--- src/include/sensor_map_pkg.sv ---
/*
 Shared constants, carriers and the CRC step for the sensor data array map.
 Assumes one 8-bit register per byte address, 5-bit addresses.
*/
`default_nettype none

package sensor_map_pkg;

	// geometry
	localparam int OTP_BYTES   = 9;
	localparam int OTP_AW      = 4;
	localparam int ADDR_W      = 5;
	localparam int SERIAL_W    = 13;

	// byte addresses
	localparam logic [4:0] ADDR_TRACE0   = 5'h00;
	localparam logic [4:0] ADDR_TRACE3   = 5'h03;
	localparam logic [4:0] ADDR_RSVD_A   = 5'h04;
	localparam logic [4:0] ADDR_RSVD_B   = 5'h05;
	localparam logic [4:0] ADDR_FACTCFG  = 5'h06;
	localparam logic [4:0] ADDR_PARTCODE = 5'h08;
	localparam logic [4:0] ADDR_RSTCTL   = 5'h0a;
	localparam logic [4:0] ADDR_DEVICE_CONFIG   = 5'h0b;
	localparam logic [4:0] ADDR_AXISCFG  = 5'h0c;
	localparam logic [4:0] ADDR_ARMING_CONFIG   = 5'h0e;
	localparam logic [4:0] ADDR_ARMT_POS = 5'h10;
	localparam logic [4:0] ADDR_ARMT_NEG = 5'h12;
	localparam logic [4:0] ADDR_DEVICE_STATUS  = 5'h14;
	localparam logic [4:0] ADDR_TALLY    = 5'h15;
	localparam logic [4:0] ADDR_OFFCORR  = 5'h16;
	localparam logic [4:0] ADDR_RSVD_HA  = 5'h1c;
	localparam logic [4:0] ADDR_RSVD_HB  = 5'h1d;

	// fields and reset values
	localparam int         ENDINIT_BIT = 5;
	localparam logic [7:0] RW_RESET    = 8'h00;
	localparam logic [7:0] RSVD_HIGH   = 8'h00;
	localparam logic [7:0] CRC_POLY    = 8'h2f;
	localparam logic [7:0] CRC_SEED    = 8'hff;

	typedef logic [OTP_BYTES-1:0][7:0] otp_image_t;

	typedef struct packed {
		logic [18:0] lot_index;
		logic [12:0] per_lot_unit_index;
	} trace_s;

	typedef struct packed {
		logic [7:0] device_status;
		logic [7:0] arm_event_tally;
		logic [7:0] offset_correction_value;
	} status_s;

	typedef struct packed {
		logic [7:0] reset_control;
		logic [7:0] device_config;
		logic [7:0] axis_filter_config;
		logic [7:0] arming_config;
		logic [7:0] arming_threshold_pos;
		logic [7:0] arming_threshold_neg;
	} cfg_s;

	typedef enum {SRC_OTP, SRC_REG, SRC_BAD} src_e;

	// one byte through a msb-first crc-8
	function automatic logic [7:0] crc8_step(input logic [7:0] crc,
	                                         input logic [7:0] data,
	                                         input logic [7:0] poly);
		logic [7:0] c;
		c = crc ^ data;
		for (int i = 0; i < 8; i++) begin
			c = c[7] ? ({c[6:0], 1'b0} ^ poly) : {c[6:0], 1'b0};
		end
		return c;
	endfunction : crc8_step

endpackage : sensor_map_pkg

`default_nettype wire

--- src/otp_shadow_mem.sv ---
/*
 Small shadow memory for the factory block: one write port, one read port
 with registered read data. Assumes a single clock and async low reset.
*/
`timescale 1ns/1ps
`default_nettype none

module otp_shadow_mem #(
	parameter int WIDTH = 8,
	parameter int DEPTH = 9,
	parameter int AW    = 4
) (
	// clock and reset
	input  wire logic             core_clk_in,
	input  wire logic             rstn_in,
	// fill port
	input  wire logic             wr_en_in,
	input  wire logic [AW-1:0]    wr_addr_in,
	input  wire logic [WIDTH-1:0] wr_data_in,
	// read port
	input  wire logic [AW-1:0]    rd_addr_in,
	output logic      [WIDTH-1:0] rd_data_out
);

	if (DEPTH < 1 || DEPTH > (1 << AW) || WIDTH < 1) begin : g_bad_geom
		$error("otp_shadow_mem: bad geometry");
	end

	logic [WIDTH-1:0] mem [DEPTH];

	always_ff @(posedge core_clk_in) begin
		if (wr_en_in && int'(wr_addr_in) < DEPTH)
			mem[wr_addr_in] <= wr_data_in;
	end

	// out-of-range reads give zero, never stale data
	always_ff @(posedge core_clk_in or negedge rstn_in) begin
		if (!rstn_in)
			rd_data_out <= '0;
		else if (int'(rd_addr_in) < DEPTH)
			rd_data_out <= mem[rd_addr_in];
		else
			rd_data_out <= '0;
	end

endmodule : otp_shadow_mem

`default_nettype wire

--- src/sensor_data_array_map.sv ---
/*
 Customer data array: factory shadow block, writable configuration with
 lock, read-only status, two crc checkers and a register access port.
 Assumes the serial front end hands over decoded accesses synchronous to
 core_clk_in and that the factory image is stable from reset release.
*/
// What this block does
// - the array is a factory read-only section plus host read/write config and status registers.
// - the factory section and the writable section each have their own crc checker and fault flag.
// - a lock, once set, blocks further writes to the writable section except reset control in normal operation.
// - bytes 0x00 to 0x08 except the hole at 0x07 are factory storage the host may read but never alter.
// - a 32-bit unit trace code sits in bytes 0x00 (low) to 0x03 (high).
// - the low 13 bits of the trace code are the per-lot unit index, bits 31 to 13 the lot index.
// - the four trace bytes are included in the crc over the factory shadow copy.
// - the trace bytes affect nothing except crc and readout.
// - bytes 0x04 and 0x05 are reserved, read-only and without effect.
`timescale 1ns/1ps
`default_nettype none

module sensor_data_array_map #(
	parameter logic [7:0] CRC_POLY = sensor_map_pkg::CRC_POLY
) (
	// clock and reset
	input  wire logic                       core_clk_in,
	input  wire logic                       rstn_in,
	// factory image and its stored crc
	input  wire sensor_map_pkg::otp_image_t otp_image_in,
	input  wire logic [7:0]                 otp_crc_in,
	// register access
	input  wire logic                       acc_req_in,
	input  wire logic                       acc_write_in,
	input  wire logic [4:0]                 acc_addr_in,
	input  wire logic [7:0]                 acc_wdata_in,
	// status from the measurement path
	input  wire sensor_map_pkg::status_s    status_in,
	// answers
	output logic                            resp_valid_out,
	output logic                            resp_invalid_out,
	output logic [7:0]                      resp_data_out,
	// configuration and health
	output logic                            ready_out,
	output sensor_map_pkg::cfg_s            cfg_out,
	output logic                            lock_out,
	output logic                            otp_crc_fault_out,
	output logic                            wr_crc_fault_out
);

	// refused at elaboration; a zero polynomial gives a crc of zero whatever the data
	if (CRC_POLY == 8'h00) begin : g_zero_poly
		$error("sensor_data_array_map: crc polynomial is zero");
	end

	typedef enum {LD_FILL, LD_CHECK, LD_RUN} load_e;

	load_e                 load_state;
	logic [3:0]            load_idx;
	logic [7:0]            otp_crc_acc;
	logic                  take;
	logic                  wr_en;
	logic [7:0]            mem_rd;
	sensor_map_pkg::src_e  next_src;
	sensor_map_pkg::src_e  s1_src;
	logic [7:0]            next_reg_rd;
	logic [7:0]            s1_reg_rd;
	logic                  s1_valid;
	logic                  is_otp;
	logic                  lock;
	logic                  lock_q;
	logic [7:0]            wr_crc_now;
	logic [7:0]            wr_crc_snap;
	sensor_map_pkg::trace_s trace;

	assign take  = acc_req_in && (load_state == LD_RUN);
	assign wr_en = (load_state == LD_FILL);
	assign lock  = cfg_out.device_config[sensor_map_pkg::ENDINIT_BIT];

	// trace code split for traceability readout only
	assign trace = sensor_map_pkg::trace_s'({otp_image_in[3], otp_image_in[2],
	                                         otp_image_in[1], otp_image_in[0]});

	// factory shadow copy, filled once after reset
	otp_shadow_mem #(
		.WIDTH (8),
		.DEPTH (sensor_map_pkg::OTP_BYTES),
		.AW    (sensor_map_pkg::OTP_AW)
	) u_shadow (
		.core_clk_in (core_clk_in),
		.rstn_in     (rstn_in),
		.wr_en_in    (wr_en),
		.wr_addr_in  (load_idx),
		.wr_data_in  (otp_image_in[load_idx]),
		.rd_addr_in  (acc_addr_in[3:0]),
		.rd_data_out (mem_rd)
	);

	// fill sequence; image caught by clock after release, not at reset
	always_ff @(posedge core_clk_in or negedge rstn_in) begin
		if (!rstn_in) begin
			load_state <= LD_FILL;
			load_idx   <= 4'h0;
		end else begin
			case (load_state)
				// index parks on the last byte, never past the image
				LD_FILL: begin
					if (int'(load_idx) == sensor_map_pkg::OTP_BYTES - 1)
						load_state <= LD_CHECK;
					else
						load_idx <= load_idx + 4'h1;
				end
				LD_CHECK: load_state <= LD_RUN;
				LD_RUN:   load_state <= LD_RUN;
				default:  load_state <= LD_FILL;
			endcase
		end
	end

	// factory crc covers every shadow byte, trace bytes included
	always_ff @(posedge core_clk_in or negedge rstn_in) begin
		if (!rstn_in)
			otp_crc_acc <= sensor_map_pkg::CRC_SEED;
		else if (load_state == LD_FILL)
			otp_crc_acc <= sensor_map_pkg::crc8_step(otp_crc_acc,
			                   otp_image_in[load_idx], CRC_POLY);
	end

	// sticky until the next reset
	always_ff @(posedge core_clk_in or negedge rstn_in) begin
		if (!rstn_in)
			otp_crc_fault_out <= 1'b0;
		else if (load_state == LD_CHECK && otp_crc_acc != otp_crc_in)
			otp_crc_fault_out <= 1'b1;
	end

	always_ff @(posedge core_clk_in or negedge rstn_in) begin
		if (!rstn_in)
			ready_out <= 1'b0;
		else
			ready_out <= (load_state == LD_CHECK) || (load_state == LD_RUN);
	end

	// writable section; reserved bits stored as written
	always_ff @(posedge core_clk_in or negedge rstn_in) begin
		if (!rstn_in) begin
			cfg_out <= {6{sensor_map_pkg::RW_RESET}};
		end else if (take && acc_write_in) begin
			// reset control stays writable under the lock
			if (acc_addr_in == sensor_map_pkg::ADDR_RSTCTL)
				cfg_out.reset_control <= acc_wdata_in;
			if (!lock) begin
				case (acc_addr_in)
					sensor_map_pkg::ADDR_DEVICE_CONFIG:
						cfg_out.device_config <= acc_wdata_in;
					sensor_map_pkg::ADDR_AXISCFG:
						cfg_out.axis_filter_config <= acc_wdata_in;
					sensor_map_pkg::ADDR_ARMING_CONFIG:
						cfg_out.arming_config <= acc_wdata_in;
					sensor_map_pkg::ADDR_ARMT_POS:
						cfg_out.arming_threshold_pos <= acc_wdata_in;
					sensor_map_pkg::ADDR_ARMT_NEG:
						cfg_out.arming_threshold_neg <= acc_wdata_in;
					// factory, status and reserved writes dropped
					// empty so the reset control write above survives
					default: ;
				endcase
			end
		end
	end

	always_ff @(posedge core_clk_in or negedge rstn_in) begin
		if (!rstn_in) begin
			lock_q   <= 1'b0;
			lock_out <= 1'b0;
		end else begin
			lock_q   <= lock;
			lock_out <= lock;
		end
	end

	// writable crc over the locked bytes; reset control left out on purpose
	always_comb begin
		wr_crc_now = sensor_map_pkg::CRC_SEED;
		wr_crc_now = sensor_map_pkg::crc8_step(wr_crc_now,
		                 cfg_out.device_config, CRC_POLY);
		wr_crc_now = sensor_map_pkg::crc8_step(wr_crc_now,
		                 cfg_out.axis_filter_config, CRC_POLY);
		wr_crc_now = sensor_map_pkg::crc8_step(wr_crc_now,
		                 cfg_out.arming_config, CRC_POLY);
		wr_crc_now = sensor_map_pkg::crc8_step(wr_crc_now,
		                 cfg_out.arming_threshold_pos, CRC_POLY);
		wr_crc_now = sensor_map_pkg::crc8_step(wr_crc_now,
		                 cfg_out.arming_threshold_neg, CRC_POLY);
	end

	// snapshot at lock; checking only runs once locked
	always_ff @(posedge core_clk_in or negedge rstn_in) begin
		if (!rstn_in)
			wr_crc_snap <= sensor_map_pkg::CRC_SEED;
		else if (lock && !lock_q)
			wr_crc_snap <= wr_crc_now;
	end

	always_ff @(posedge core_clk_in or negedge rstn_in) begin
		if (!rstn_in)
			wr_crc_fault_out <= 1'b0;
		else if (lock_q && wr_crc_now != wr_crc_snap)
			wr_crc_fault_out <= 1'b1;
	end

	// factory addresses; 0x07 is a hole
	assign is_otp = (acc_addr_in <= sensor_map_pkg::ADDR_PARTCODE) &&
	                (acc_addr_in != 5'h07);

	// decode: trace bytes only ever reach readout and crc
	always_comb begin
		next_src    = sensor_map_pkg::SRC_REG;
		next_reg_rd = 8'h00;
		if (is_otp) begin
			next_src = sensor_map_pkg::SRC_OTP;
		end else begin
			case (acc_addr_in)
				sensor_map_pkg::ADDR_RSTCTL:
					next_reg_rd = cfg_out.reset_control;
				sensor_map_pkg::ADDR_DEVICE_CONFIG:
					next_reg_rd = cfg_out.device_config;
				sensor_map_pkg::ADDR_AXISCFG:
					next_reg_rd = cfg_out.axis_filter_config;
				sensor_map_pkg::ADDR_ARMING_CONFIG:
					next_reg_rd = cfg_out.arming_config;
				sensor_map_pkg::ADDR_ARMT_POS:
					next_reg_rd = cfg_out.arming_threshold_pos;
				sensor_map_pkg::ADDR_ARMT_NEG:
					next_reg_rd = cfg_out.arming_threshold_neg;
				sensor_map_pkg::ADDR_DEVICE_STATUS:
					next_reg_rd = status_in.device_status;
				sensor_map_pkg::ADDR_TALLY:
					next_reg_rd = status_in.arm_event_tally;
				sensor_map_pkg::ADDR_OFFCORR:
					next_reg_rd = status_in.offset_correction_value;
				sensor_map_pkg::ADDR_RSVD_HA,
				sensor_map_pkg::ADDR_RSVD_HB:
					next_reg_rd = sensor_map_pkg::RSVD_HIGH;
				default:
					next_src = sensor_map_pkg::SRC_BAD;
			endcase
		end
	end

	// stage one lines up with the registered shadow read
	always_ff @(posedge core_clk_in or negedge rstn_in) begin
		if (!rstn_in) begin
			s1_valid  <= 1'b0;
			s1_src    <= sensor_map_pkg::SRC_BAD;
			s1_reg_rd <= 8'h00;
		end else begin
			s1_valid  <= take;
			s1_src    <= next_src;
			s1_reg_rd <= next_reg_rd;
		end
	end

	// answer two edges after the request; writes echo the old value
	always_ff @(posedge core_clk_in or negedge rstn_in) begin
		if (!rstn_in) begin
			resp_valid_out   <= 1'b0;
			resp_invalid_out <= 1'b0;
			resp_data_out    <= 8'h00;
		end else begin
			resp_valid_out   <= s1_valid;
			resp_invalid_out <= s1_valid &&
			                    (s1_src == sensor_map_pkg::SRC_BAD);
			case (s1_src)
				sensor_map_pkg::SRC_OTP: resp_data_out <= mem_rd;
				sensor_map_pkg::SRC_REG: resp_data_out <= s1_reg_rd;
				default:                 resp_data_out <= 8'h00;
			endcase
		end
	end

	chk_bad_addr_answer: assert property (
		@(posedge core_clk_in) disable iff (!rstn_in)
		take && acc_addr_in == 5'h07 |-> ##2 resp_valid_out && resp_invalid_out
	) else $error("hole address did not get invalid answer");

	chk_trace_low_read: assert property (
		@(posedge core_clk_in) disable iff (!rstn_in)
		take && !acc_write_in && acc_addr_in == sensor_map_pkg::ADDR_TRACE0
		|-> ##2 resp_data_out == otp_image_in[0] && !resp_invalid_out
	) else $error("trace byte 0 read wrong");

	chk_unit_index_hi: assert property (
		@(posedge core_clk_in) disable iff (!rstn_in)
		take && !acc_write_in && acc_addr_in == 5'h01
		|-> ##2 resp_data_out[4:0] == trace.per_lot_unit_index[12:8]
	) else $error("unit index bits misplaced");

	chk_reserved_read: assert property (
		@(posedge core_clk_in) disable iff (!rstn_in)
		take && !acc_write_in && acc_addr_in == sensor_map_pkg::ADDR_RSVD_B
		|-> ##2 resp_data_out == otp_image_in[5]
	) else $error("reserved byte read wrong");

	chk_ro_write_ignored: assert property (
		@(posedge core_clk_in) disable iff (!rstn_in)
		take && acc_write_in && (is_otp ||
		acc_addr_in == sensor_map_pkg::ADDR_DEVICE_STATUS) |=> $stable(cfg_out)
	) else $error("read-only write changed config");

	chk_lock_blocks_cfg: assert property (
		@(posedge core_clk_in) disable iff (!rstn_in)
		lock && take && acc_write_in |=>
		$stable(cfg_out.arming_threshold_pos) && $stable(cfg_out.device_config)
	) else $error("locked config changed");

	chk_lock_sticky: assert property (
		@(posedge core_clk_in) disable iff (!rstn_in)
		lock_out |=> lock_out [*3]
	) else $error("lock dropped");

	chk_rw_write_lands: assert property (
		@(posedge core_clk_in) disable iff (!rstn_in)
		!lock && take && acc_write_in &&
		acc_addr_in == sensor_map_pkg::ADDR_ARMT_POS
		|=> cfg_out.arming_threshold_pos == $past(acc_wdata_in)
	) else $error("unlocked write lost");

	chk_otp_crc_flag: assert property (
		@(posedge core_clk_in) disable iff (!rstn_in)
		load_state == LD_CHECK |=>
		otp_crc_fault_out == ($past(otp_crc_acc) != $past(otp_crc_in))
	) else $error("factory crc flag wrong");

	chk_wr_crc_flag: assert property (
		@(posedge core_clk_in) disable iff (!rstn_in)
		lock_q && wr_crc_now != wr_crc_snap |=> wr_crc_fault_out
	) else $error("writable crc fault missed");

	cov_locked: cover property (
		@(posedge core_clk_in) disable iff (!rstn_in) lock && !lock_q);
	cov_bad_access: cover property (
		@(posedge core_clk_in) disable iff (!rstn_in)
		resp_valid_out && resp_invalid_out);
	cov_otp_read: cover property (
		@(posedge core_clk_in) disable iff (!rstn_in)
		take && !acc_write_in && is_otp ##2 resp_valid_out);

endmodule : sensor_data_array_map

`default_nettype wire
--- config.mk ---
export PLATFORM = sky130hd
export DESIGN_NAME = sensor_data_array_map
export DESIGN_NICKNAME = d
export VERILOG_FILES = /design/src/include/sensor_map_pkg.sv /design/src/otp_shadow_mem.sv /design/src/sensor_data_array_map.sv
export SDC_FILE = /design/constraint.sdc
export NUM_CORES = 1
export LEC_CHECK = 0
export BUFFER_PORTS_ARGS = -buffer_cell sky130_fd_sc_hd__clkbuf_2
export CORE_UTILIZATION = 40
export DETAILED_ROUTE_END_ITERATION = 7
export PLACE_DENSITY_LB_ADDON = 0.15
export SLEW_MARGIN = 20
export SYNTH_ARGS = -nofsm -noshare
export SYNTH_HDL_FRONTEND = slang
export SYNTH_SLANG_ARGS = --single-unit
--- constraint.sdc ---
create_clock -name core_clk_in -period 4.55 [get_ports core_clk_in]
set_input_delay 0.2275 -clock core_clk_in [delete_from_list [all_inputs] [get_ports core_clk_in]]
set_output_delay 0.2275 -clock core_clk_in [all_outputs]
set_load 0.01 [all_outputs]
* Word-level counts from Yosys, hierarchy flattened
Memories as Yosys holds them, arrays and structs flattened. Index checks and enable logic that the tools add are counted.
Cells by class: add/sub/neg operators 1, order comparisons 4, equal/unequal tests 22, muxes and demuxes 66, bitwise gates (word level) 56, reduce and logical (&&, ||, !) cells 22
Operators by type and width (count):
- 2-to-1 mux 6 bit | 49
- NOT 5 bit | 48
- zero test 32 bit | 3
- case mux 8 bit (9 select lines) | 1
- equality test 32 x 1 -> 1 bit (second input constant) | 2
- equality test 32 x 2 -> 1 bit (second input constant) | 2
- equality test 32 x 3 -> 1 bit (second input constant) | 2
- case mux 32 bit (2 select lines) | 1
- 2-to-1 mux 8 bit | 7
- XOR 8 bit | 5
- 2-to-1 mux 38 bit | 1
- equality test 5 bit (second input constant) | 7
- binary-select mux 8 bit (select 4 bit) | 1
- 2-to-1 mux 32 bit | 1
- equality test 5 x 4 -> 1 bit (second input constant) | 4
- != test 8 bit | 2
- case mux 8 bit (2 select lines) | 1
- AND reduction 3 bit | 5
- OR reduction 11 bit | 1
- logical AND 1 bit | 8
- less-than comparator 4 bit (second input constant) | 2
- NOT 8 bit | 1
- <= comparator 5 x 4 -> 1 bit (second input constant) | 1
- less-than comparator 4 x 5 -> 1 bit (second input constant) | 1
- 11 further kinds | 15
Word-level totals: register bits after elaboration 163, memory bits (writable) 72, bits of input ports 121, output and inout port bits 62, logic and storage cells 194, memories 1
Memory list:
- u_shadow.mem | depth 9, width 8, rd ports 1, clocked after memory_dff 0, wr ports 1, line otp_shadow_mem.sv:29 | logic [WIDTH-1:0] mem [DEPTH];

* Longest topological paths before layout
Gate-level depths: netlist of run 1.
depth after elaboration 87, depth in mapped cells 13, gate-level depth less buffers 11

* By module
A second synthesis of run 1 with hierarchy kept.
Second synthesis, totals: cells, all modules 713, area total of the unflattened synthesis 9763.1 sq um
Modules (own cells, without submodules):
- sensor_data_array_map | instances 1, cells each 551, area each 6641.4 sq um, seq. area each 2398.6 sq um
- otp_shadow_mem | instances 1, cells each 162, area each 3121.7 sq um, seq. area each 2362.3 sq um

* Worst setup path before layout of run 1
No wires, ideal clock.
path kind register to register, from reg cfg_out[35] (netlist bit), to reg wr_crc_fault_out, setup time 149 ps, arrival 4191 ps, data required time 4401 ps, slack 210 ps, stages on the path, launching flop included 13, path buffers 1, clock period less this slack 4340 ps, path through dfrtp_1 > buf_6 > xor3_2 > xnor3_2 > xor3_2 > xnor3_2 > xnor3_2 > xnor3_2 > xnor2_4 > xnor3_1 > xnor2_1 > nor4_1 > a41oi_1
Between the ends: word-level cells in the longest chain between the ends 57, elaborated cells on any way between the ends 81, classes of those cells eq/ne (1); mux (38); bitwise (41); reduce/logical (1)
Ends and longest elaborated chain:
- start: declaration | line sensor_data_array_map.sv:42 | output sensor_map_pkg::cfg_s cfg_out,
- start signal: assignment | line sensor_data_array_map.sv:144 | cfg_out <= {6{sensor_map_pkg::RW_RESET}};
- NOT 8 bit (no line) *
- 2-to-1 mux 6 bit * | line sensor_map_pkg.sv:72 | c = c[7] ? ({c[6:0], 1'b0} ^ poly) : {c[6:0], 1'b0};
- NOT 5 bit (no line)
- 2-to-1 mux 6 bit * (2 in series) | line sensor_map_pkg.sv:72
- NOT 5 bit (no line)
- 2-to-1 mux 6 bit | line sensor_map_pkg.sv:72
- NOT 5 bit (no line)
- 2-to-1 mux 6 bit | line sensor_map_pkg.sv:72
- [40 not listed]
- NOT 5 bit (no line)
- 2-to-1 mux 6 bit | line sensor_map_pkg.sv:72
- NOT 5 bit (no line)
- 2-to-1 mux 6 bit | line sensor_map_pkg.sv:72
- NOT 5 bit (no line)
- 2-to-1 mux 6 bit | line sensor_map_pkg.sv:72
- != test 8 bit * | line sensor_data_array_map.sv:205 | else if (lock_q && wr_crc_now != wr_crc_snap)
- logical AND 1 bit * | line sensor_data_array_map.sv:205
- end signal: assignment | line sensor_data_array_map.sv:204 | wr_crc_fault_out <= 1'b0;
- end signal: assignment | line sensor_data_array_map.sv:206 | wr_crc_fault_out <= 1'b1;
- end: declaration | line sensor_data_array_map.sv:45 | output logic wr_crc_fault_out
Mark *: on every way between the ends. The rest lies on a longest branch, timed or not. A chain may end at the register's enable or synchronous reset.

* Worst setup path in the final report of run 1
Same ends and word-level chain as after synthesis.

==> impl_metrics.json, run 1 <==
{
  "wl_per_cell_um": 20.43,
  "dpl.cell_count": 1234,
  "fin_nets": 1058,
  "holdPathStages": 3,
  "netlist_instances": 734,
  "worst_setup_path_end_kind": "flip-flop",
  "syn_avg_cell_area_um2": 13.57,
  "layout_common_cells": "clkbuf_2 (181), xnor2_1 (102), dfrtp_1 (86), edfxtp_1 (72), mux2_2 (54)",
  "num_rows": 57,
  "synth-simple-area-share_pct": 5.163,
  "outcome": "finished, final reports clean",
  "maxCapViolations": 0,
  "grt_max_degree": 68,
  "post-route-min-period_ps": 4364,
  "drc": 0,
  "cts-root-buf": "clkbuf_16",
  "hold_viol": 0,
  "grt_pass1_vias": 6644,
  "tightest_slew_ps": 1013,
  "totalWireLength_um": 25880,
  "gp_congestion": 0.8943,
  "layout_worst_path_cycle_share_pct": 95.92,
  "cts_num_sinks": 175,
  "clock_path_buffers": 2,
  "crit_buf_inv": 0,
  "cts_made_buffers": 17,
  "async_flop_share_pct": 58.86,
  "ys_seq_area_share_pct": 47.80,
  "fin_tns_setup_ps": 0,
  "hold_ws_ps": 97.41,
  "max_freq_ghz": 0.2291,
  "cp_common_cell": "xnor3_2",
  "cp_slowest_cell": "xnor3_2",
  "ant_nets": 0,
  "reg2reg_depth": 11,
  "overflow": 0,
  "slew_headroom_pct": 31.93,
  "cp.arrival_ps": 4660,
  "ys_seq_elements": 175,
  "dp_hpwl_um": 18970,
  "final_cells": 1267,
  "track_usage_pct": 21.07,
  "grt_pass1_wl_um": 40320,
  "synth_top_family_by_area": "XOR/XNOR gates",
  "dr_total_vias": 6575,
  "core_um2": 24390,
  "cp_data_required_time_ps": 4840,
  "initial_core_util_pct": 40.83,
  "final_common_cell": "clkbuf_2",
  "startpoint_type": "flip-flop",
  "ys_warn_count": 0,
  "cp_max_fo": 6,
  "tritoncts": "yes",
  "syn2layout_area_growth_pct": 20.48,
  "io_pins": 183,
  "rsz0062_at_grt": "no",
  "synth_fa_ha_area_share_pct": 0.8794,
  "hold_path_class": "in -> reg",
  "crit_chain": "xor3_2, xnor3_2, xor3_2, xnor3_2, xnor3_2, xnor3_2, xnor2_4, xnor3_1, xnor2_1, nor4_1, a41oi_1",
  "insertion_delay_ps": 440,
  "synthesis.nets": 862,
  "io_buffer_count": 182,
  "clk_pin_slew_ps": 70,
  "antenna_found_initial": 0,
  "path_delay_family": "XOR/XNOR gates",
  "synth-xor-area-share_pct": 22.15,
  "ys_types": 54,
  "synth_compound_area_share_pct": 6.972,
  "synth_area_um2": 9960,
  "drtIter0Drc": 536,
  "synthMuxAreaShare_pct": 15.15,
  "dr.pass1.iters": 5,
  "setup_viol": 0,
  "h-tree-depth": 4,
  "die_y_um": 159.8,
  "ys.flop_type": "dfrtp_1",
  "fin_skew_ps": 17.95,
  "drive_above_1_share_pct": 38.71,
  "via_per_inst": 5.189,
  "path_depth": 11,
  "synth_edf_count": 72,
  "drv_slew": 0,
  "num_antenna_cells": 0,
  "worstSetupPathType": "reg -> reg",
  "max_stage_delay_ps": 490,
  "design.die.area_um2": 25530,
  "die_w_um": 159.8
}
-- worst min-delay path: stages --
cell	delay (ps)
clkbuf_2	80
a22oi_1	70
nand3_1	100
-- cells in the mapped netlist, types with 11 or more instances --
cell type	number	share of area (%)
dfrtp_1	86	22
nand2b_1	12	0.75
mux4_2	24	5.4
o21ai_0	36	1.8
dfstp_2	17	4.5
o2bb2ai_1	11	0.97
nor2_1	29	1.1
clkbuf_1	21	0.79
xor2_1	34	3.0
nand2_1	34	1.3
edfxtp_1	72	22
mux2i_1	36	3.6
inv_1	11	0.41
a22oi_1	23	1.7
xnor2_1	103	9.1
mux2_2	54	6.1
xnor3_1	21	4.7
-- worst paths after layout --
kind	from	endpoint	slack, ps
setup / recovery	cfg_out[35]$_DFFE_PN0P_	wr_crc_fault_out$_DFFE_PN0P_	190
hold / removal	status_in[8]	s1_reg_rd[0]$_DFF_PN0_	100
setup reg to reg	cfg_out[35]$_DFFE_PN0P_	wr_crc_fault_out$_DFFE_PN0P_	190
hold reg to reg	s1_valid$_DFF_PN0_	resp_valid_out$_DFF_PN0_	370
max in group asynchronous	rstn_in	otp_crc_acc[3]$_DFFE_PN1P_	3050
min in group asynchronous	rstn_in	resp_data_out[1]$_DFF_PN0_	460
-- routing by layer --
layer | global-route usage, % | vias up | share of wire, %
li1 | - | 3077 | -
met3 | 3.662 | 15 | 5.6
met5 | 0 | - | 0
met4 | 5.931 | 0 | 0.96
met2 | 32.87 | 264 | 46
met1 | 30.25 | 3219 | 48
-- kinds of logic (layout without fill, tap and decap cells) --
family / count (synthesis) / in the layout
AO/OA/AOI/OAI: 102 / 102
XOR/XNOR: 181 / 181
adder cells (fa/ha/maj): 7 / 7
buffers and inverters: 47 / 256
flip-flops: 175 / 175
multiplexers: 114 / 114
AND/OR/NAND/NOR: 108 / 108
-- sequential cells by signal (all words and copies together) (netlist names), 2 cells and up --
| signal | count |
|---|---|
| s1_reg_rd | 8 |
| u_shadow.mem | 72 |
| u_shadow.rd_data_out | 8 |
| cfg_out | 48 |
| s1_src | 2 |
| resp_data_out | 8 |
| load_idx | 4 |
| load_state | 2 |
| wr_crc_snap | 8 |
| otp_crc_acc | 8 |
-- cell type report --
class                   count  area (um2)
clock buffers              17       425.4
clock inverters            15       187.7
fillers                  2217       12390
inverters                  12       45.04
multi-input cells         512        5034
flip-flops and latches    175        4761
well taps                 324       405.4
repair buffers            212        1141
-- timing repair --
action	4_1_cts	5_1_grt
endpoints found under the hold margin	63	0
setup buffers	0	0
setup endpoints to repair	0	1
hold buffers	1	0
resized for setup	0	1
-- metrics by stage --
step | utilization (%) | setup slack, ps | instance area [um2]
5_1_grt | 49.19 | 1.991 | 12000
2_1_floorplan | - | 210.0 | 9960
6_report | 49.19 | 185.8 | 12000
3_5_place_dp | 46.61 | 197.3 | 11370
4_1_cts | 49.16 | 173.8 | 11990
3_3_place_gp | 46.61 | 213.5 | 11370
Power of run 1 is not shown: default switching activity piles up to over one toggle a cycle in this logic, so the estimate is an artifact.
==> run 2, diff against run 1 <==
--- a/config.mk
+++ b/config.mk
@@ -9,6 +9,7 @@
 export CORE_UTILIZATION = 40
 export DETAILED_ROUTE_END_ITERATION = 7
 export PLACE_DENSITY_LB_ADDON = 0.15
+export REMOVE_ABC_BUFFERS = 1
 export SLEW_MARGIN = 20
 export SYNTH_ARGS = -nofsm -noshare
 export SYNTH_HDL_FRONTEND = slang
==> impl_metrics.json, run 2 (same netlist as run 1, synthesis figures left out) <==
{
  "gp_congestion": 0.8876,
  "wl_per_cell_um": 20.51,
  "io_buffer_count": 182,
  "tritoncts": "yes",
  "cts_made_buffers": 17,
  "rsz0062_at_grt": "no",
  "dpl.cell_count": 1237,
  "largest-register": "u_shadow.mem",
  "core_um2": 24390,
  "grt_pass1_wl_um": 40610,
  "crit_chain": "xor3_2, xnor3_2, xor3_2, xnor3_2, xnor3_2, xnor3_2, xnor2_4, xnor3_1, xnor2_1, nor4_1, a41oi_1",
  "top_regs": "u_shadow.mem (72), cfg_out (48)",
  "design.die.area_um2": 25530,
  "reg2reg_slack_ps": 180,
  "die_w_um": 159.8,
  "worstSetupPathType": "reg -> reg",
  "initial_core_util_pct": 40.83,
  "holdPathEnd": "s1_src[1]$_DFF_PN1_",
  "hold_path_class": "in -> reg",
  "fin_skew_ps": 12.44,
  "fin_tns_setup_ps": 0,
  "maxCapViolations": 0,
  "outcome": "finished, final reports clean",
  "reg2reg_depth": 11,
  "placed_area_um2": 11390,
  "tightest_slew_ps": 991.4,
  "fin_area_um2": 11970,
  "ant_nets": 0,
  "h-tree-depth": 4,
  "via_per_inst": 5.187,
  "hold_viol": 0,
  "drtIter0Drc": 481,
  "num_antenna_cells": 0,
  "dp_hpwl_um": 19100,
  "cp_common_cell": "xnor3_2",
  "syn2layout_area_growth_pct": 20.15,
  "final_common_cell": "clkbuf_2",
  "startpoint_type": "flip-flop",
  "max_freq_ghz": 0.2291,
  "holdPathStages": 2,
  "track_usage_pct": 21.20,
  "grt_pass1_vias": 6660,
  "dr_total_vias": 6587,
  "drv_slew": 0,
  "cp.arrival_ps": 4650,
  "drc": 0,
  "clock_path_buffers": 2,
  "cp_data_required_time_ps": 4830,
  "setup_viol": 0,
  "insertion_delay_ps": 430,
  "layout_worst_path_cycle_share_pct": 95.93,
  "overflow": 0,
  "grt_max_degree": 72,
  "dr.pass1.iters": 5,
  "totalWireLength_um": 26040,
  "post-route-min-period_ps": 4365,
  "cp_slowest_cell": "dfrtp_1",
  "cp_max_fo": 6,
  "clk_pin_slew_ps": 70,
  "slew_headroom_pct": 33.66,
  "largest_reg_flops": 72,
  "num_rows": 57,
  "cts-root-buf": "clkbuf_16",
  "reg2reg_from": "cfg_out[39]$_DFFE_PN0P_",
  "io_pins": 183,
  "hp-start": "acc_addr_in[4]",
  "max_stage_delay_ps": 480,
  "worst_setup_path_end_kind": "flip-flop",
  "r2r-end": "wr_crc_fault_out$_DFFE_PN0P_",
  "final_cells": 1270,
  "layout_common_cells": "clkbuf_2 (181), xnor2_1 (103), dfrtp_1 (86), edfxtp_1 (72), mux2_2 (54)",
  "fin_nets": 1061,
  "die_y_um": 159.8,
  "cts_num_sinks": 175,
  "antenna_found_initial": 0,
  "drive_above_1_share_pct": 38.79
}
-- run 2: critical path: cells and delay by family, from the launching register on --
family	cells	cell delay, ps
compound gates	1	140
xor+xnor	9	3370
flops	1	480
simple gates	1	230
-- run 2: timing repair --
| action | in CTS | in global routing |
|---|---|---|
| hold buffers | 1 | 0 |
| hold endpoints to repair | 55 | 0 |
| buffers inserted | 0 | 0 |
| gates resized for setup | 0 | 0 |
| endpoints found under the setup margin | 0 | 0 |
-- run 2: metal layers --
metal / wire (um) / vias to the layer above / global-route usage (%)
met5: 0 / - / 0
met4: 296 / 0 / 4.762
met3: 1558 / 28 / 3.974
met2: 12130 / 239 / 33.33
met1: 12060 / 3233 / 30.50
li1: - / 3087 / -
-- run 2: area by class of cell --
class | instances | area [um2]
fillers | 2218 | 12420
clock buffers | 20 | 456.7
flip-flops and latches | 175 | 4761
well taps | 324 | 405.4
multi-input cells | 512 | 5031
inverters | 12 | 45.04
repair buffers | 215 | 1164
clock inverters | 12 | 103.9
-- run 2: per-stage QoR --
step           hold WS (ps)  utilization (%)  worst slack (ps)
6_report              92.22            49.06             185.0
3_5_place_dp          372.7            46.70             202.2
5_1_grt               90.85            49.06             21.91
4_1_cts               76.37            49.04             178.1
2_1_floorplan        -68.09                -             234.0
3_3_place_gp          362.1            46.68             231.4
-- run 2: how the worst max path moves through the flow --
stage,slack (ps),endpoint,depth (start not counted),from
global placement,230,wr_crc_fault_out$_DFFE_PN0P_,11,cfg_out[29]$_DFFE_PN0P_
floorplan,230,wr_crc_fault_out$_DFFE_PN0P_,11,cfg_out[35]$_DFFE_PN0P_
CTS,180,wr_crc_fault_out$_DFFE_PN0P_,11,cfg_out[39]$_DFFE_PN0P_
global route,20,wr_crc_fault_out$_DFFE_PN0P_,11,cfg_out[33]$_DFFE_PN0P_
finish,180,wr_crc_fault_out$_DFFE_PN0P_,11,cfg_out[39]$_DFFE_PN0P_
detailed placement,200,wr_crc_fault_out$_DFFE_PN0P_,11,cfg_out[29]$_DFFE_PN0P_
Power of run 2 is left out for the same reason.
==> run 3, diff against run 2 <==
--- a/config.mk
+++ b/config.mk
@@ -13,4 +13,5 @@
 export SLEW_MARGIN = 20
 export SYNTH_ARGS = -nofsm -noshare
 export SYNTH_HDL_FRONTEND = slang
+export SYNTH_HIERARCHICAL = 1
 export SYNTH_SLANG_ARGS = --single-unit
==> impl_metrics.json, run 3 <==
{
  "reg2reg_depth": 12,
  "antenna_found_initial": 1,
  "num_rows": 56,
  "design.die.area_um2": 25040,
  "layout_worst_path_cycle_share_pct": 90.56,
  "fin_nets": 1035,
  "fin_tns_setup_ps": 0,
  "drc": 0,
  "layout_common_cells": "clkbuf_2 (181), xnor2_1 (99), dfrtp_1 (86), edfxtp_1 (72), mux2_2 (69)",
  "drive_above_1_share_pct": 38.94,
  "synth_top_area_share_pct": 22.15,
  "grt_pass1_wl_um": 38970,
  "ys_types": 50,
  "post-cts-setup-buffers": 0,
  "largest-register": "u_shadow/mem",
  "placed_area_um2": 11100,
  "overflow": 0,
  "async_flop_share_pct": 58.86,
  "h-tree-depth": 4,
  "num_antenna_cells": 0,
  "dr.pass1.iters": 5,
  "ant_nets": 0,
  "ys_seq_elements": 175,
  "cp_max_fo": 6,
  "track_usage_pct": 21.60,
  "worstSetupPathType": "reg -> reg",
  "largest_reg_flops": 72,
  "startpoint_type": "flip-flop",
  "max_freq_ghz": 0.2427,
  "reg2reg_from": "cfg_out[35]$_DFFE_PN0P_",
  "rsz0062_at_grt": "no",
  "fill_cells": 2132,
  "insertion_delay_ps": 440,
  "outcome": "finished, final reports clean",
  "io_buffer_count": 182,
  "post-route-min-period_ps": 4120,
  "ys_warn_count": 6,
  "ys_seq_area_share_pct": 48.76,
  "clk_pin_slew_ps": 70,
  "syn2layout_area_growth_pct": 19.44,
  "grt_max_degree": 69,
  "gp_congestion": 0.8839,
  "fin_skew_ps": 16.10,
  "tightest_slew_ps": 995.8,
  "synth_most_common_cell": "xnor2_1",
  "hold_path_class": "in -> reg",
  "cp.arrival_ps": 4430,
  "cts_num_sinks": 175,
  "core_um2": 23680,
  "r2r-end": "wr_crc_fault_out$_DFFE_PN0P_",
  "final_common_cell": "clkbuf_2",
  "yosys-top-cells-count": "xnor2_1 (99), dfrtp_1 (86), edfxtp_1 (72), mux2_2 (69), nor2_1 (40)",
  "maxCapViolations": 0,
  "cts-root-buf": "clkbuf_16",
  "via_per_inst": 5.169,
  "multi_input_area_um2": 4812,
  "grt_pass1_vias": 6513,
  "holdPathStages": 2,
  "ys.flop_type": "dfrtp_1",
  "reg2reg_slack_ps": 430,
  "die_w_um": 158.2,
  "hp-start": "acc_addr_in[4]",
  "netlist_instances": 713,
  "cts_made_buffers": 17,
  "synthTopCellsByArea": "edfxtp_1 (22%), dfrtp_1 (22%), xnor2_1 (8.9%)",
  "tritoncts": "yes",
  "holdPathEnd": "s1_src[1]$_DFF_PN1_",
  "cp_slowest_cell": "xnor3_1",
  "synth_area_um2": 9763,
  "die_y_um": 158.2,
  "wl_per_cell_um": 20.50,
  "final_cells": 1241,
  "setup_viol": 0,
  "max_stage_delay_ps": 530,
  "dp_hpwl_um": 19230,
  "crit_chain": "buf_4, xor2_1, xnor3_1, xnor2_1, xnor2_1, xnor3_2, xnor2_4, xnor3_2, xor2_2, or3_1, mux2i_1, a31oi_1",
  "initial_core_util_pct": 41.22,
  "hold_viol": 0,
  "fin_area_um2": 11660,
  "worst_setup_path_end_kind": "flip-flop",
  "drv_slew": 0,
  "cp_data_required_time_ps": 4860,
  "drtIter0Drc": 495,
  "synth_edf_count": 72,
  "dr_total_vias": 6415,
  "top_regs": "u_shadow/mem (72), cfg_out (48)",
  "io_pins": 183,
  "regArea_um2": 4761,
  "totalWireLength_um": 25440,
  "synth_top_area_cell": "edfxtp_1",
  "syn_avg_cell_area_um2": 13.69,
  "clock_path_buffers": 2,
  "slew_headroom_pct": 33.62,
  "dpl.cell_count": 1208
}
==> run 3: cell count changes after synthesis, sizes merged, moves of 8 or more <==
cell / change
o21ai: -18
o2bb2ai: -11
mux2: +15
nor2: +11
mux2i: -8
o31ai: +9
nor2b: +8
a22oi: -17
==> run 3: per-stage QoR <==
stage                     utilization [%]  hold WS [ps]  worst slack (ps)
after floorplan                         -        -68.09             533.7
after global placement              46.87         353.2             503.2
after detailed placement            46.87         365.8             448.4
after CTS                           49.24         24.83             406.0
after global routing                49.24         45.76             194.8
final                               49.24         48.63             429.6
==> run 3: how the worst max path moves through the flow <==
stage	startpoint	endpoint	slack (ps)	depth (start not counted)
floorplan	cfg_out[35]$_DFFE_PN0P_	wr_crc_fault_out$_DFFE_PN0P_	530	11
global placement	cfg_out[33]$_DFFE_PN0P_	wr_crc_fault_out$_DFFE_PN0P_	500	11
detailed placement	cfg_out[35]$_DFFE_PN0P_	wr_crc_fault_out$_DFFE_PN0P_	450	12
CTS	cfg_out[35]$_DFFE_PN0P_	wr_crc_fault_out$_DFFE_PN0P_	410	12
global route	cfg_out[35]$_DFFE_PN0P_	wr_crc_fault_out$_DFFE_PN0P_	190	12
finish	cfg_out[35]$_DFFE_PN0P_	wr_crc_fault_out$_DFFE_PN0P_	430	12
==> run 3: area by class of cell <==
cell class	instances	share of cell area, %
Clock inverter	10	0.6545
Timing Repair Buffer	209	9.592
Tap cell	319	3.423
Sequential cell	175	40.83
Inverter	5	0.1609
Clock buffer	22	4.077
Multi-Input combinational cell	501	41.27
==> run 3: critical path, delay by kind of cell, from the launching register on <==
family | cells | cell delay, ps
flip-flops | 1 | 380
AO/OA/AOI/OAI | 1 | 90
multiplexers | 1 | 140
AND/OR/NAND/NOR | 1 | 360
XOR/XNOR | 8 | 2850
buffers and inverters | 1 | 160
==> run 3: timing repair <==
action	CTS	global route
resized for setup	0	0
hold buffers	1	0
hold endpoints to repair	54	0
setup endpoints to repair	0	0
==> run 3: routing by layer <==
layer / GRT usage, % / vias to the layer above / share of wire [%]
li1: - / 2987 / -
met1: 30.72 / 3202 / 47
met2: 33.38 / 192 / 47
met3: 4.243 / 32 / 4.8
met4: 6.273 / 2 / 1.5
met5: 0 / - / 0.051
==> run 3: logic make-up (layout without fill, tap and decap cells) <==
kind of cell | count (synthesis) | in the layout | synth area share (%)
fa+ha+maj | 5 | 5 | 0.6408
compound gates | 72 | 72 | 4.819
simple gates | 132 | 132 | 6.613
flops | 175 | 175 | 48.76
xor+xnor | 171 | 171 | 20.62
mux | 121 | 121 | 16.60
buf+inv | 37 | 246 | 1.948
Power of run 3 is left out for the same reason.
